### config.mk
export PLATFORM = sky130hd
export DESIGN_NAME = frews_sequencer
export DESIGN_NICKNAME = d
export VERILOG_FILES = /design/src/frews_pkg.sv /design/src/frews_latch_block.sv /design/src/frews_sequencer.sv
export SDC_FILE = /design/constraint.sdc
export NUM_CORES = 1
export LEC_CHECK = 0
export ABC_AREA = 1
export BUFFER_PORTS_ARGS = -buffer_cell sky130_fd_sc_hd__buf_2
export CAP_MARGIN = 5
export CORE_MARGIN = 2
export CORE_UTILIZATION = 55
export DETAILED_ROUTE_END_ITERATION = 10
export PLACE_DENSITY = 0.73
export SKIP_LAST_GASP = 1
export SYNTH_ARGS = -nofsm -noshare
export SYNTH_HDL_FRONTEND = slang
export SYNTH_SLANG_ARGS = --single-unit
### constraint.sdc
create_clock -name aclk -period 2.48 [get_ports aclk]
set_input_delay 0.372 -clock aclk [delete_from_list [all_inputs] [get_ports aclk]]
set_output_delay 0.372 -clock aclk [all_outputs]
set_load 0.005 [all_outputs]
### src/frews_pkg.sv
// Constants, types and register map of the flash row erase/write sequencer.
// Assumes a 50 MHz aclk and a 32-bit AXI4-Lite register port.
package frews_pkg;
    // ********************
    // Register map
    // ********************
    localparam logic [7:0] OFF_CTRL = 8'h00;
    localparam logic [7:0] OFF_UNLOCK = 8'h04;
    localparam logic [7:0] OFF_ADDR_LO = 8'h08;
    localparam logic [7:0] OFF_ADDR_HI = 8'h0c;
    localparam logic [7:0] OFF_DATA_LO = 8'h10;
    localparam logic [7:0] OFF_DATA_HI = 8'h14;
    localparam logic [7:0] OFF_PROT = 8'h18;
    localparam logic [7:0] OFF_STAT = 8'h1c;
    localparam logic [7:0] CTRL_RESET = 8'h00;
    localparam logic [1:0] PROT_RESET = 2'h3;
    localparam logic [1:0] RESP_OKAY = 2'h0;
    localparam logic [1:0] RESP_SLVERR = 2'h2;
    // Unlock key and latch values
    localparam logic [7:0] KEY_FIRST = 8'h55;
    localparam logic [7:0] KEY_SECOND = 8'haa;
    localparam logic [1:0] KEY_IDLE = 2'h0;
    localparam logic [1:0] KEY_HALF = 2'h1;
    localparam logic [1:0] KEY_ARMED = 2'h2;
    localparam logic [13:0] LATCH_RESET = 14'h3fff;
    localparam int LATCH_N = 32;
    // Protection: ranges guarded per setting of the protect field
    localparam logic [1:0] PROT_NONE = 2'h3;
    localparam logic [1:0] PROT_LOW = 2'h2;
    localparam logic [1:0] PROT_HALF = 2'h1;
    localparam logic [13:0] PROT_LOW_END = 14'h0800;
    localparam logic [13:0] PROT_HALF_END = 14'h2000;
    // ********************
    // Timing
    // ********************
    localparam int CLK_PERIOD_NS = 20;
    localparam int OP_TIME_NS = 2000000;
    localparam int OP_CYCLES_DEF = OP_TIME_NS / CLK_PERIOD_NS;
    localparam logic [19:0] SETUP_LAST = 20'h00001;
    localparam logic [19:0] READ_SLOT = 20'h00001;
    localparam logic [19:0] READ_TAKE = 20'h00002;
    // ********************
    // Types
    // ********************
    typedef enum logic [3:0] {
        FREWS_IDLE = 4'b0001,
        FREWS_SETUP = 4'b0010,
        FREWS_WORK = 4'b0100,
        FREWS_READ = 4'b1000
    } frews_state_e;
    typedef struct packed {
        logic program_space_select;
        logic config_space_select;
        logic latch_load_only;
        logic row_erase_select;
        logic rsvd;
        logic modify_permit;
        logic prog_trigger;
        logic read_trigger;
    } frews_ctrl_s;
    typedef struct packed {
        logic erase;
        logic write;
        logic read;
        logic [13:0] addr;
        logic [13:0] data;
    } frews_flash_s;
endpackage

### src/frews_latch_block.sv
// Block of 32 word-wide write latches feeding the array programmer.
// Assumes one load or one clear per cycle, never both.
`timescale 1ns/1ps
module frews_latch_block (
    input wire logic aclk,
    input wire logic aresetn,
    input wire logic ce,
    input wire logic load,
    input wire logic [4:0] load_idx,
    input wire logic [13:0] load_data,
    input wire logic clear_all,
    input wire logic [4:0] rd_idx,
    output logic [13:0] rd_data
);
    logic [13:0] lat [frews_pkg::LATCH_N];

    // Latch storage, back to all ones after each programming
    always_ff @(posedge aclk) begin
        if (!aresetn || (ce && clear_all)) begin
            for (int i = 0; i < frews_pkg::LATCH_N; i++) begin
                lat[i] <= frews_pkg::LATCH_RESET;
            end
        end else if (ce && load) begin
            lat[load_idx] <= load_data;
        end
    end

    assign rd_data = lat[rd_idx];
endmodule

### src/frews_sequencer.sv
// Flash self-programming sequencer: row erase, latch load, block program.
// Assumes a flash array that erases/writes on strobes and reads the
// addressed word while its read strobe is high.
`timescale 1ns/1ps
module frews_sequencer #(
    parameter int OP_CYCLES = frews_pkg::OP_CYCLES_DEF
) (
    input wire logic aclk,
    input wire logic aresetn,
    input wire logic ce,
    input wire logic [7:0] awaddr,
    input wire logic awvalid,
    output logic awready,
    input wire logic [31:0] wdata,
    input wire logic [3:0] wstrb,
    input wire logic wvalid,
    output logic wready,
    output logic [1:0] bresp,
    output logic bvalid,
    input wire logic bready,
    input wire logic [7:0] araddr,
    input wire logic arvalid,
    output logic arready,
    output logic [31:0] rdata,
    output logic [1:0] rresp,
    output logic rvalid,
    input wire logic rready,
    output frews_pkg::frews_flash_s flash_req,
    input wire logic [13:0] flash_rdata,
    output logic cpu_hold
);
    // ********************
    // Bus slave
    // ********************
    logic aw_full, w_full, w_lane, refused, op_prog, rd_take;
    logic [7:0] aw_q, w_q;
    logic [13:0] addr, data;
    logic [19:0] cnt, op_last;
    logic [1:0] key, prot;
    frews_pkg::frews_ctrl_s ctrl;
    frews_pkg::frews_state_e state;

    // Handshake readies, held low while clock enable is low
    assign awready = ce && !aw_full && !bvalid;
    assign wready = ce && !w_full && !bvalid;
    assign arready = ce && !rvalid;

    // Address and data are taken in either order
    always_ff @(posedge aclk) begin
        if (!aresetn) begin
            aw_full <= 1'b0;
            w_full <= 1'b0;
            aw_q <= 8'h00;
            w_q <= 8'h00;
            w_lane <= 1'b0;
        end else if (ce) begin
            if (awvalid && awready) begin
                aw_full <= 1'b1;
                aw_q <= awaddr;
            end else if (bvalid && bready) begin
                aw_full <= 1'b0;
            end
            if (wvalid && wready) begin
                w_full <= 1'b1;
                w_q <= wdata[7:0];
                w_lane <= wstrb[0];
            end else if (bvalid && bready) begin
                w_full <= 1'b0;
            end
        end
    end
    // Write decode
    logic wr_go, wr_ok, wr_ctrl, wr_unlock, wr_stat;
    frews_pkg::frews_ctrl_s wr_c;
    assign wr_go = ce && aw_full && w_full && !bvalid;
    assign wr_ok = wr_go && w_lane;
    assign wr_c = w_q;
    assign wr_ctrl = wr_ok && aw_q == frews_pkg::OFF_CTRL;
    assign wr_unlock = wr_ok && aw_q == frews_pkg::OFF_UNLOCK;
    assign wr_stat = wr_ok && aw_q == frews_pkg::OFF_STAT;
    // Address map check for both directions
    function automatic logic mapped(input logic [7:0] a);
        mapped = a[1:0] == 2'h0 && a <= frews_pkg::OFF_STAT;
    endfunction
    // Write response, slave error on unmapped offset
    always_ff @(posedge aclk) begin
        if (!aresetn) begin
            bvalid <= 1'b0;
            bresp <= frews_pkg::RESP_OKAY;
        end else if (ce) begin
            if (wr_go) begin
                bvalid <= 1'b1;
                bresp <= mapped(aw_q) ? frews_pkg::RESP_OKAY : frews_pkg::RESP_SLVERR;
            end else if (bready) begin
                bvalid <= 1'b0;
            end
        end
    end
    // Read mux; the unlock register reads zero
    logic [7:0] rd_mux;
    assign rd_mux = araddr == frews_pkg::OFF_CTRL ? ctrl :
                    araddr == frews_pkg::OFF_ADDR_LO ? addr[7:0] :
                    araddr == frews_pkg::OFF_ADDR_HI ? {2'h0, addr[13:8]} :
                    araddr == frews_pkg::OFF_DATA_LO ? data[7:0] :
                    araddr == frews_pkg::OFF_DATA_HI ? {2'h0, data[13:8]} :
                    araddr == frews_pkg::OFF_PROT ? {6'h00, prot} :
                    araddr == frews_pkg::OFF_STAT ?
                        {6'h00, refused, state != frews_pkg::FREWS_IDLE} : 8'h00;
    // Read data channel
    always_ff @(posedge aclk) begin
        if (!aresetn) begin
            rvalid <= 1'b0;
            rdata <= 32'h00000000;
            rresp <= frews_pkg::RESP_OKAY;
        end else if (ce) begin
            if (arvalid && arready) begin
                rvalid <= 1'b1;
                rdata <= {24'h000000, rd_mux};
                rresp <= mapped(araddr) ? frews_pkg::RESP_OKAY : frews_pkg::RESP_SLVERR;
            end else if (rready) begin
                rvalid <= 1'b0;
            end
        end
    end

    // ********************
    // Trigger qualification
    // ********************
    logic idle, trig, prot_hit, space_ok, start, ld_only, rd_start, op_end;
    logic [13:0] blk_base;
    assign idle = state == frews_pkg::FREWS_IDLE;
    assign blk_base = {addr[13:5], 5'h00};
    assign prot_hit = prot == frews_pkg::PROT_NONE ? 1'b0 :
                      prot == frews_pkg::PROT_LOW ? blk_base < frews_pkg::PROT_LOW_END :
                      prot == frews_pkg::PROT_HALF ? blk_base < frews_pkg::PROT_HALF_END :
                      1'b1;
    assign space_ok = wr_c.program_space_select && !wr_c.config_space_select;
    // Rising trigger with armed key and permit
    assign trig = wr_ctrl && wr_c.prog_trigger && !ctrl.prog_trigger && idle &&
                  key == frews_pkg::KEY_ARMED && ctrl.modify_permit;
    assign start = trig && space_ok && !prot_hit;
    assign ld_only = start && !wr_c.row_erase_select && wr_c.latch_load_only;
    assign rd_start = wr_ctrl && wr_c.read_trigger && idle && space_ok && !trig;
    assign op_end = ce && state == frews_pkg::FREWS_WORK && cnt == op_last;
    assign op_last = 20'(OP_CYCLES - 1);
    assign rd_take = state == frews_pkg::FREWS_READ && cnt == frews_pkg::READ_TAKE;
    // Unlock key tracker; any write other than the next key step disarms
    always_ff @(posedge aclk) begin
        if (!aresetn) begin
            key <= frews_pkg::KEY_IDLE;
        end else if (wr_go) begin
            if (wr_unlock && w_q == frews_pkg::KEY_FIRST) begin
                key <= frews_pkg::KEY_HALF;
            end else if (wr_unlock && w_q == frews_pkg::KEY_SECOND &&
                         key == frews_pkg::KEY_HALF) begin
                key <= frews_pkg::KEY_ARMED;
            end else begin
                key <= frews_pkg::KEY_IDLE;
            end
        end
    end
    // Control register; only permit is writable while busy
    always_ff @(posedge aclk) begin
        if (!aresetn) begin
            ctrl <= frews_pkg::CTRL_RESET;
        end else if (ce) begin
            if (wr_ctrl) begin
                ctrl.modify_permit <= wr_c.modify_permit;
            end
            if (wr_ctrl && idle) begin
                ctrl.program_space_select <= wr_c.program_space_select;
                ctrl.config_space_select <= wr_c.config_space_select;
                ctrl.latch_load_only <= wr_c.latch_load_only;
                ctrl.row_erase_select <= wr_c.row_erase_select;
                ctrl.read_trigger <= rd_start;
                ctrl.prog_trigger <= start && !ld_only;
            end
            if (op_end) begin
                ctrl.prog_trigger <= 1'b0;
                ctrl.row_erase_select <= 1'b0;
            end
            if (rd_take) ctrl.read_trigger <= 1'b0;
        end
    end
    // Address, data pair, protection field and refused flag
    always_ff @(posedge aclk) begin
        if (!aresetn) begin
            addr <= 14'h0000;
            data <= 14'h0000;
            prot <= frews_pkg::PROT_RESET;
            refused <= 1'b0;
        end else if (ce) begin
            if (wr_ok && aw_q == frews_pkg::OFF_ADDR_LO) addr[7:0] <= w_q;
            if (wr_ok && aw_q == frews_pkg::OFF_ADDR_HI) addr[13:8] <= w_q[5:0];
            if (wr_ok && aw_q == frews_pkg::OFF_DATA_LO) data[7:0] <= w_q;
            if (wr_ok && aw_q == frews_pkg::OFF_DATA_HI) data[13:8] <= w_q[5:0];
            if (wr_ok && aw_q == frews_pkg::OFF_PROT) prot <= w_q[1:0];
            if (rd_take) data <= flash_rdata;
            // Set wins over a write-one clear
            if (trig && !start) begin
                refused <= 1'b1;
            end else if (wr_stat && w_q[1]) begin
                refused <= 1'b0;
            end
        end
    end

    // ********************
    // Operation sequencer
    // ********************
    logic [13:0] lat_rd;

    // Latch load on every accepted trigger without row erase select, load-only triggers included
    frews_latch_block u_latch (
        .aclk(aclk), .aresetn(aresetn), .ce(ce),
        .load(start && !wr_c.row_erase_select),
        .load_idx(addr[4:0]), .load_data(data),
        .clear_all(op_end && op_prog),
        .rd_idx(cnt[4:0]), .rd_data(lat_rd)
    );

    // State and cycle counter
    always_ff @(posedge aclk) begin
        if (!aresetn) begin
            state <= frews_pkg::FREWS_IDLE;
            cnt <= 20'h00000;
            op_prog <= 1'b0;
        end else if (ce) begin
            case (state)
                frews_pkg::FREWS_IDLE: begin
                    cnt <= 20'h00000;
                    if (start && !ld_only) begin
                        state <= frews_pkg::FREWS_SETUP;
                        op_prog <= !wr_c.row_erase_select;
                    end else if (rd_start) begin
                        state <= frews_pkg::FREWS_READ;
                    end
                end
                frews_pkg::FREWS_SETUP: begin
                    cnt <= cnt == frews_pkg::SETUP_LAST ? 20'h00000 : cnt + 20'h00001;
                    if (cnt == frews_pkg::SETUP_LAST) state <= frews_pkg::FREWS_WORK;
                end
                frews_pkg::FREWS_WORK: begin
                    cnt <= cnt + 20'h00001;
                    if (op_end) state <= frews_pkg::FREWS_IDLE;
                end
                frews_pkg::FREWS_READ: begin
                    cnt <= cnt + 20'h00001;
                    if (cnt == frews_pkg::READ_TAKE) state <= frews_pkg::FREWS_IDLE;
                end
                default: state <= frews_pkg::FREWS_IDLE;
            endcase
        end
    end

    // Flash strobes: one row erase, or 32 word writes of the block
    frews_pkg::frews_flash_s next_flash;
    logic in_work;
    assign in_work = state == frews_pkg::FREWS_WORK;
    assign next_flash.erase = in_work && !op_prog && cnt == 20'h00000;
    assign next_flash.write = in_work && op_prog && cnt < 20'(frews_pkg::LATCH_N);
    assign next_flash.read = state == frews_pkg::FREWS_READ && cnt == frews_pkg::READ_SLOT;
    assign next_flash.addr = op_prog && in_work ? {addr[13:5], cnt[4:0]} :
                             in_work ? blk_base : addr;
    assign next_flash.data = op_prog ? lat_rd : frews_pkg::LATCH_RESET;
    // Processor held over the array operation and the read slot
    assign cpu_hold = in_work || next_flash.read;

    // Registered strobes toward the array
    always_ff @(posedge aclk) begin
        if (!aresetn) begin
            flash_req <= '0;
        end else if (ce) begin
            flash_req <= next_flash;
        end
    end
endmodule

Word-level counts from Yosys, hierarchy flattened
Memories as Yosys holds them, arrays and structs flattened. A register that Yosys moved wholly into a read port is not among the register bits.
Index checks and enable logic that the tools add are counted.
{ "word_totals": {"register_bits": 129, "latch_bits": 0, "mem_bits_rw": 448, "mem_bits_ro": 0, "input_bits": 74, "out_inout_bits": 73, "word_cells": 231, "mem_count": 1} }
{ "classes": {"n_addsub": 1, "n_mul": 0, "n_div": 0, "magnitude_cmp": 5, "n_eq_ne": 32, "shift": 0, "muxes": 52, "n_bitwise": 0, "n_reduce_logical": 108} }
{ "mem_list": {"columns": ["memory", "depth", "word_bits", "read_ports", "rd_clocked_by_memory_dff", "write_ports", "line", "text"], "rows": [
  ["u_latch.lat", 32, 14, 1, 1, 32, "frews_latch_block.sv:15", "logic [13:0] lat [frews_pkg::LATCH_N];"]
]} }
{ "op_table": {"columns": ["cell", "n"], "rows": [
  ["$eq 8x5->1 const B", 8],
  ["$pmux 20 s3", 1],
  ["$logic_and 1x1->1", 55],
  ["$mux 14", 3],
  ["$mux 8", 5],
  ["$reduce_and 2->1", 19],
  ["$eq 8x4->1 const B", 4],
  ["$mux 5", 5],
  ["$mux 1", 22],
  ["$add 20x1->20 const B", 1],
  ["$eq 20x1->1 const B", 1],
  ["$eq 20x17->1 const B", 1],
  ["$eq 20x2->1 const B", 1],
  ["$logic_not 20->1", 1],
  ["$lt 20x6->1 const B", 1],
  ["$mux 20", 1],
  ["$mux 4", 5],
  ["$reduce_bool 2->1", 9],
  ["$le 8x5->1 const B", 2],
  ["$logic_not 8->1", 2],
  ["$pmux 4 s4", 1],
  ["$lt 14x12->1 const B", 1],
  ["$lt 14x14->1 const B", 1],
  ["$mux 2", 7],
  ["other kinds (22)", 41]
]} }

Depth between registers and ports, before layout
Gate-level depths: netlist (run 1).
{ "depth": {"depth_word": 19, "depth_mapped": 13, "mapped_depth_nobuf": 13} }

By module
From an unflattened synthesis (run 1), not the netlist that was laid out.
{ "hier_totals": {"cells_unflattened": 3031, "area_unflattened_um2": 26823.2} }
{ "modules_own_cells": {"columns": ["mod", "n_inst", "cells_each", "area_per_inst_um2", "seq_area_each_um2"], "rows": [
  ["frews_latch_block", 1, 2168, 20523.4, 13452.9],
  ["frews_sequencer", 1, 863, 6299.8, 2542.4]
]} }

Worst setup path after synthesis (run 1)
No wires, ideal clock.
{ "synth_path": {"kind": "input port to flip-flop", "from": "in ce", "to": "mem u_latch.lat[6][0] (enable)", "setup_ns": 0.361, "arrival_time_ns": 2.038, "slack_ns": 0.081, "path_stages": 11, "path_buffers": 1, "path_cell_list": "inv_2 -> nor2_2 -> nand3_2 -> nor3_4 -> nand2_2 -> inv_2 -> nand2_2 -> nor3_4 -> buf_2 -> nand3_1 -> nand2_1"} }
{ "synth_rtl": {"columns": ["element", "line", "text"], "rows": [
  ["start: declaration", "frews_sequencer.sv:10", "input wire logic ce,"],
  ["end: declaration", "frews_latch_block.sv:15", null]
]} }

==> results of run 1 <==
Yosys cell counts:
master    instances
or2_2             1
clkbuf_1        264
clkinv_1         13
nand3b_1          1
o211ai_1        117
nor3b_1           4
and2_1            1
a211oi_1         17
xnor2_1           1
o21ai_1          12
conb_1            1
o211a_1           2
o221ai_1          3
o21ai_0         306
a31oi_1           5
o21bai_1          1
inv_1           122
nor2_1          484
a21oi_1          81
nor3_4            3
dfxtp_1         132
nor4b_1           1
nor3_1           28
o31ai_1           1
edfxtp_1        448
ha_1              4
buf_1             8
nand3_1         119
and3_1            1
o22ai_1           1
nor4_1            6
nor2_2            1
inv_2             3
nand3_2           1
buf_4            47
nand2_1         213
nand4_1         467
buf_2            32
nand2_2           2
o21a_1            1
xor2_1            5
power breakdown:
| group | internal [uW] | switching [uW] |
|---|---|---|
| clock network | 5550 | 3860 |
| registers | 10900 | 297 |
| logic | 1890 | 3770 |
| total | 18400 | 7930 |
kinds of logic (layout without fill, tap and decap cells):
family,count (synthesis),after routing,synth area share (%)
flops,580,580,57.9
xor+xnor,6,6,0.189
fa+ha+maj,4,4,0.180
simple gates,1333,1333,23.2
compound gates,547,547,11.2
buf+inv,489,572,7.38
other cells,1,26,0.0135
path summary, 6_finish.rpt:
kind,start,endpoint,cells past startpoint,slack [ns]
worst max register to register,cnt[1]$_SDFFE_PN0P_,u_latch.lat[16][5]$_SDFFCE_PN1P_,14,0.04
worst min-delay path,awaddr[0],aw_q[0]$_SDFFE_PN0P_,3,0.02
worst min register to register,ctrl[7]$_SDFFE_PN0P_,ctrl[7]$_SDFFE_PN0P_,2,0.45
worst max-delay path,cnt[1]$_SDFFE_PN0P_,u_latch.lat[16][5]$_SDFFCE_PN1P_,14,0.04
registers in the layout (all words and copies together) (netlist names), 2 cells and up, named ones only:
register / flops
flash_req: 31
state: 4
data: 14
cnt: 20
key: 2
ctrl: 7
w_q: 8
rdata: 8
prot: 2
addr: 14
u_latch.lat: 448
aw_q: 8
stage by stage:
step	util (%)	setup WS, ns	power (uW)	TNS [ns]	hold WS, ns
6_report	65.0	0.0406	26300	0	0.0157
5_1_grt	65.0	-0.0394	27300	-0.938	0.0277
4_1_cts	63.9	-0.00698	26100	-0.00698	0.00117
3_5_place_dp	59.6	-0.144	16900	-27.04	0.437
3_3_place_gp	59.6	-0.0149	16700	-0.363	0.433
2_1_floorplan	-	0.0813	14800	0	0.424
routing by layer:
layer	global-route usage, %	vias to the layer above	routed length (um)
met1	41.0	11500	32000
li1	-	10900	-
met5	0	-	0
met2	50.5	1586	40500
met3	6.49	237	9750
met4	12.5	0	3410
cells in the final DEF, fill, tap and decap left out, drive strengths merged, types with 3 or more instances in the layout:
| master | n |
|---|---|
| a211oi | 17 |
| a21oi | 81 |
| a31oi | 5 |
| buf | 306 |
| bufinv | 8 |
| clkbuf | 90 |
| clkinv | 34 |
| conb | 26 |
| dfxtp | 132 |
| dlygate4sd3 | 5 |
| edfxtp | 448 |
| ha | 4 |
| inv | 127 |
| nand2 | 215 |
| nand3 | 120 |
| nand4 | 467 |
| nor2 | 485 |
| nor3 | 31 |
| nor3b | 4 |
| nor4 | 6 |
| o211ai | 117 |
| o21ai | 318 |
| o221ai | 3 |
| xor2 | 5 |
cell type report:
| class | count | share of cell area (%) |
|---|---|---|
| clock buffers | 80 | 5.13 |
| flip-flops and latches | 580 | 49.5 |
| inverters | 138 | 1.62 |
| well taps | 672 | 2.58 |
| repair buffers | 321 | 9.65 |
| multi-input cells | 1916 | 30.4 |
| clock inverters | 33 | 1.12 |
worst max-delay path, delay by kind of cell (launching register included):
family,cells,cell delay [ns]
adders and majority gates,1,0.17
buffers and inverters,5,0.77
DFF,1,0.36
and+or+nand+nor,8,0.82
what timing repair did:
action | in CTS | in global routing
setup buffers | 3 | 6
gates resized for setup | 1 | 69
endpoints found under the setup margin | 131 | 865
pin swaps | 2 | 6
gates cloned | 1 | 13
endpoints found under the hold margin | 5 | 0
hold buffers | 5 | 0
==> metrics.csv, run 1 <==
metric,value,unit
outcome,finished clean,
ys_seq_area_share,57.9,%
nets,3096,
avgSynthCellArea,9.40,um2
setup-violations-final,0,
dpl_cell_area,0.0299,mm2
final_area,0.0326,mm2
cellLeakagePower,0.0114,uW
fp.dieH,229,um
cts.sinks,580,
synthesis.area,0.0278,mm2
numCtsBuffers,61,
period_share,98.4,%
synthCells,2960,
initial_utilization,55.6,%
synth_warnings,0,
criticalPathCategory,reg2reg,
post_drt_wl_per_cell,22.9,um
layout_min_cycle_time,2.44,ns
peakVddDrop,522,uV
grt_pass1_wl,128000,um
core_area,0.0501,mm2
dp.cells,3599,
crit_path_max_fanout,12,
portBuffers,93,
grt_max_degree,74,
gr-usage-all-layers,31.1,%
skew,0.0139,ns
vias_per_cell,6.48,
ys_ff_latch,580,
clk_latency,0.63,ns
synth_top_area_share,48.4,%
globalRoute.totalOverflow,0,
hold_path_class,in2reg,
cellPowerDensity,808,mW/mm2
seq_area,0.0161,mm2
cp-start-kind,flip-flop,
crit_arrival,2.77,ns
rsz0062_at_grt,yes,
io_pins,147,
die_w,229,um
n_antenna_cell,0,
drt-initial-drc-count,3258,
path_cells,ha_4 > nand2_2 > inv_2 > nand2_1 > nor2_1 > nand4_1 > nand4_1 > buf_4 > nor3_4 > buf_6 > clkbuf_16 > nand3_1 > nand2_2 > buf_12,
hold_viol_final,0,
crit_slowest_cell,dfxtp_4,
drive_gt1_share,15.0,%
tightest_slew,0.707,ns
fillers,3939,
clock_path_buffers,3,
clkTransAtPathRegs,0.06,ns
num_rows,82,
syn2layout_area_growth,17.1,%
fin_cells,3740,
firstDrtPassIters,8,
yosys-top-cells-area,"edfxtp_1 48%, nand4_1 11%, dfxtp_1 9.5%, nor2_1 6.5%, o21ai_0 5.5%",
ys_types,41,
drc,0,
slew_viol_final,0,
synth_top_cell_by_area,edfxtp_1,
relSlewSlack,52.8,%
cts_tree,done,
grt_pass1_vias,22700,
required,2.82,ns
ant_nets,0,
cts_root_buf,clkbuf_16,
fmax,410,MHz
multi_input_area,0.00991,mm2
gp_congestion,0.944,
setup.worst_path.end_class,flip-flop,
vias,24200,
routed_wl,85700,um
max_stage_delay,0.36,ns
h-tree-depth,2,
dpl.hpwl,52100,um
die_area,0.0524,mm2
antenna_found_initial,0,
maxCapViolCount,0,
No activity file was read; power rests on OpenSTA's default activity.
==> run 2, diff against run 1 <==
--- a/config.mk
+++ b/config.mk
@@ -8,6 +8,7 @@
 export ABC_AREA = 1
 export BUFFER_PORTS_ARGS = -buffer_cell sky130_fd_sc_hd__buf_2
 export CAP_MARGIN = 5
+export CORE_ASPECT_RATIO = 1.75
 export CORE_MARGIN = 2
 export CORE_UTILIZATION = 55
 export DETAILED_ROUTE_END_ITERATION = 10
==> run 2 against run 1 <==
Compared with the run above:
- critical path depth stayed put
- final cell count is 0.53% lower
- non-clock buffer count is 1 higher
- worst setup slack worse by 0.037 ns
- sequential share of layout area is 0.48 points higher
- largest power group unchanged
- utilization is 0.76 points lower
- register-to-register slack worse by 0.04 ns
==> metrics.csv, run 2 (same netlist as run 1, synthesis figures left out) <==
metric,value,unit,change
relSlewSlack,49.1,%,-3.7 points
cellPowerDensity,792,mW/mm2,-1.9%
final_area,0.0323,mm2,-0.93%
final_common_cell,nor2_1,,
utilization,64.3,%,-0.76 points
cts_tree,done,,
fp.dieH,302,um,+32%
multi_input_area,0.00994,mm2,+0.30%
n_antenna_cell,0,,unchanged
fin_cells,3720,,-0.53%
clk_latency,0.60,ns,-0.03 ns
maxCapViolCount,0,,unchanged
top_layer,met4,,
hp-start,awaddr[0],,
fillers,3957,,+0.46%
vias,24100,,-0.54%
met3_length,6880,um,-29%
die_w,174,um,-24%
numCtsBuffers,52,,-15%
gp_congestion,0.946,,+0.26%
drc,0,,unchanged
wl_met1,28500,um,-11%
grt_max_degree,82,,+11%
top_regs,"u_latch.lat (448), flash_req (31), cnt (20)",,
dpl.hpwl,54800,um,+5.1%
io_pins,147,,unchanged
r2r-start,cnt[0]$_SDFFE_PN0P_,,
layout_min_cycle_time,2.48,ns,+0.0368 ns
cts.sinks,580,,unchanged
slew_viol_final,0,,unchanged
hold_viol_final,0,,unchanged
skew,0.0278,ns,+0.0140 ns
syn2layout_area_growth,16.0,%,
core_area,0.0502,mm2,+0.24%
die_area,0.0525,mm2,+0.13%
setup-violations-final,0,,unchanged
initial_utilization,55.4,%,-0.13 points
routed_wl,86900,um,+1.4%
portBuffers,93,,unchanged
crit_path_max_fanout,10,,-2
required,2.79,ns,-0.03 ns
num_rows,109,,+33%
grt_pass1_vias,23400,,+2.9%
post_drt_wl_per_cell,23.4,um,+2.0%
period_share,99.8,%,+1.5 points
peakVddDrop,652,uV,+25%
globalRoute.totalOverflow,0,,unchanged
drt-initial-drc-count,2591,,-20%
cp-startpoint,cnt[0]$_SDFFE_PN0P_,,
fmax,404,MHz,-1.5%
largest_reg_flops,448,,unchanged
dr_wl_met2,44400,um,+9.7%
cp-start-kind,flip-flop,,
gr-usage-all-layers,31.4,%,+0.29 points
nets,3088,,-0.26%
rsz0062_at_grt,yes,,
fin_tns_setup,0,ns,unchanged
clkTransAtPathRegs,0.07,ns,about the same
grt_pass1_wl,128000,um,about the same
r2r_slack,0.004,ns,-0.04 ns
layout_common_cells,"473 x nor2_1, 467 x nand4_1, 448 x edfxtp_1, 306 x o21ai_0, 199 x nand2_1",,
hold_path_class,in2reg,,
vias_per_cell,6.48,,about the same
dpl_cell_area,0.0298,mm2,-0.15%
h-tree-depth,2,,unchanged
setup.worst_path.end_class,flip-flop,,
dp.cells,3600,,+0.028%
drive_gt1_share,15.2,%,+0.20 points
criticalPathCategory,reg2reg,,
cts_root_buf,clkbuf_16,,
outcome,finished clean,,
ant_nets,0,,unchanged
seq_area,0.0161,mm2,about the same
clock_path_buffers,3,,unchanged
cts_hold_buf,0,,-5
top_register,u_latch.lat,,
antenna_found_initial,0,,unchanged
crit_arrival,2.78,ns,about the same
tightest_slew,0.763,ns,+0.0555 ns
cellLeakagePower,0.0113,uW,-1.0%
firstDrtPassIters,8,,unchanged
-- run 2: routing by layer --
metal,vias up,track usage (%)
li1,10800,-
met1,11500,34.5
met2,1396,55.9
met3,375,3.64
met4,0,23.1
met5,-,0
-- run 2: worst max-delay path: stages, from the launching register on --
cell and delay, ns:
dfxtp_2 0.34, ha_4 0.17, nand2_4 0.07, inv_2 0.04, nand2_2 0.07, nor2_4 0.03
nand4_1 0.11, nand4_1 0.19, buf_4 0.21, nor3_4 0.18, buf_6 0.19, clkbuf_16 0.20
nand3_1 0.11, nand2_2 0.13, buf_12 0.14
-- run 2: power breakdown --
part,total [uW],internal [uW],switching (uW)
clock network,8440,4770,3670
registers,11200,10900,261
logic,5940,1860,4080
-- run 2: path summary, 6_finish.rpt --
path                                endpoint  cells after the start
min                     aw_q[0]$_SDFFE_PN0P_                      3
max reg2reg  u_latch.lat[8][7]$_SDFFCE_PN1P_                     14
max          u_latch.lat[8][7]$_SDFFCE_PN1P_                     14
min reg2reg             ctrl[7]$_SDFFE_PN0P_                      2
-- run 2: per-stage QoR --
stage | hold WS, ns | total power [uW] | setup slack [ns]
final | 0.0483 | 25600 | 0.00378
after global routing | 0.0560 | 26400 | -0.0841
after CTS | 0.0310 | 25400 | 0.0455
after detailed placement | 0.437 | 17100 | 0.0297
after global placement | 0.434 | 16900 | 0.0523
after floorplan | 0.424 | 14800 | 0.0813
-- run 2: final cells by class --
| class | count | share of cell area [%] |
|---|---|---|
| multi-input combinational | 1916 | 30.8 |
| inverter | 138 | 1.63 |
| timing repair buffer | 322 | 9.54 |
| clock buffer | 68 | 4.50 |
| sequential | 580 | 50.0 |
| tap | 666 | 2.58 |
| clock inverter | 30 | 0.993 |
-- run 2: timing repair --
action	4_1_cts	5_1_grt
gates resized for setup	0	82
setup endpoints to repair	0	806
setup buffers	0	10
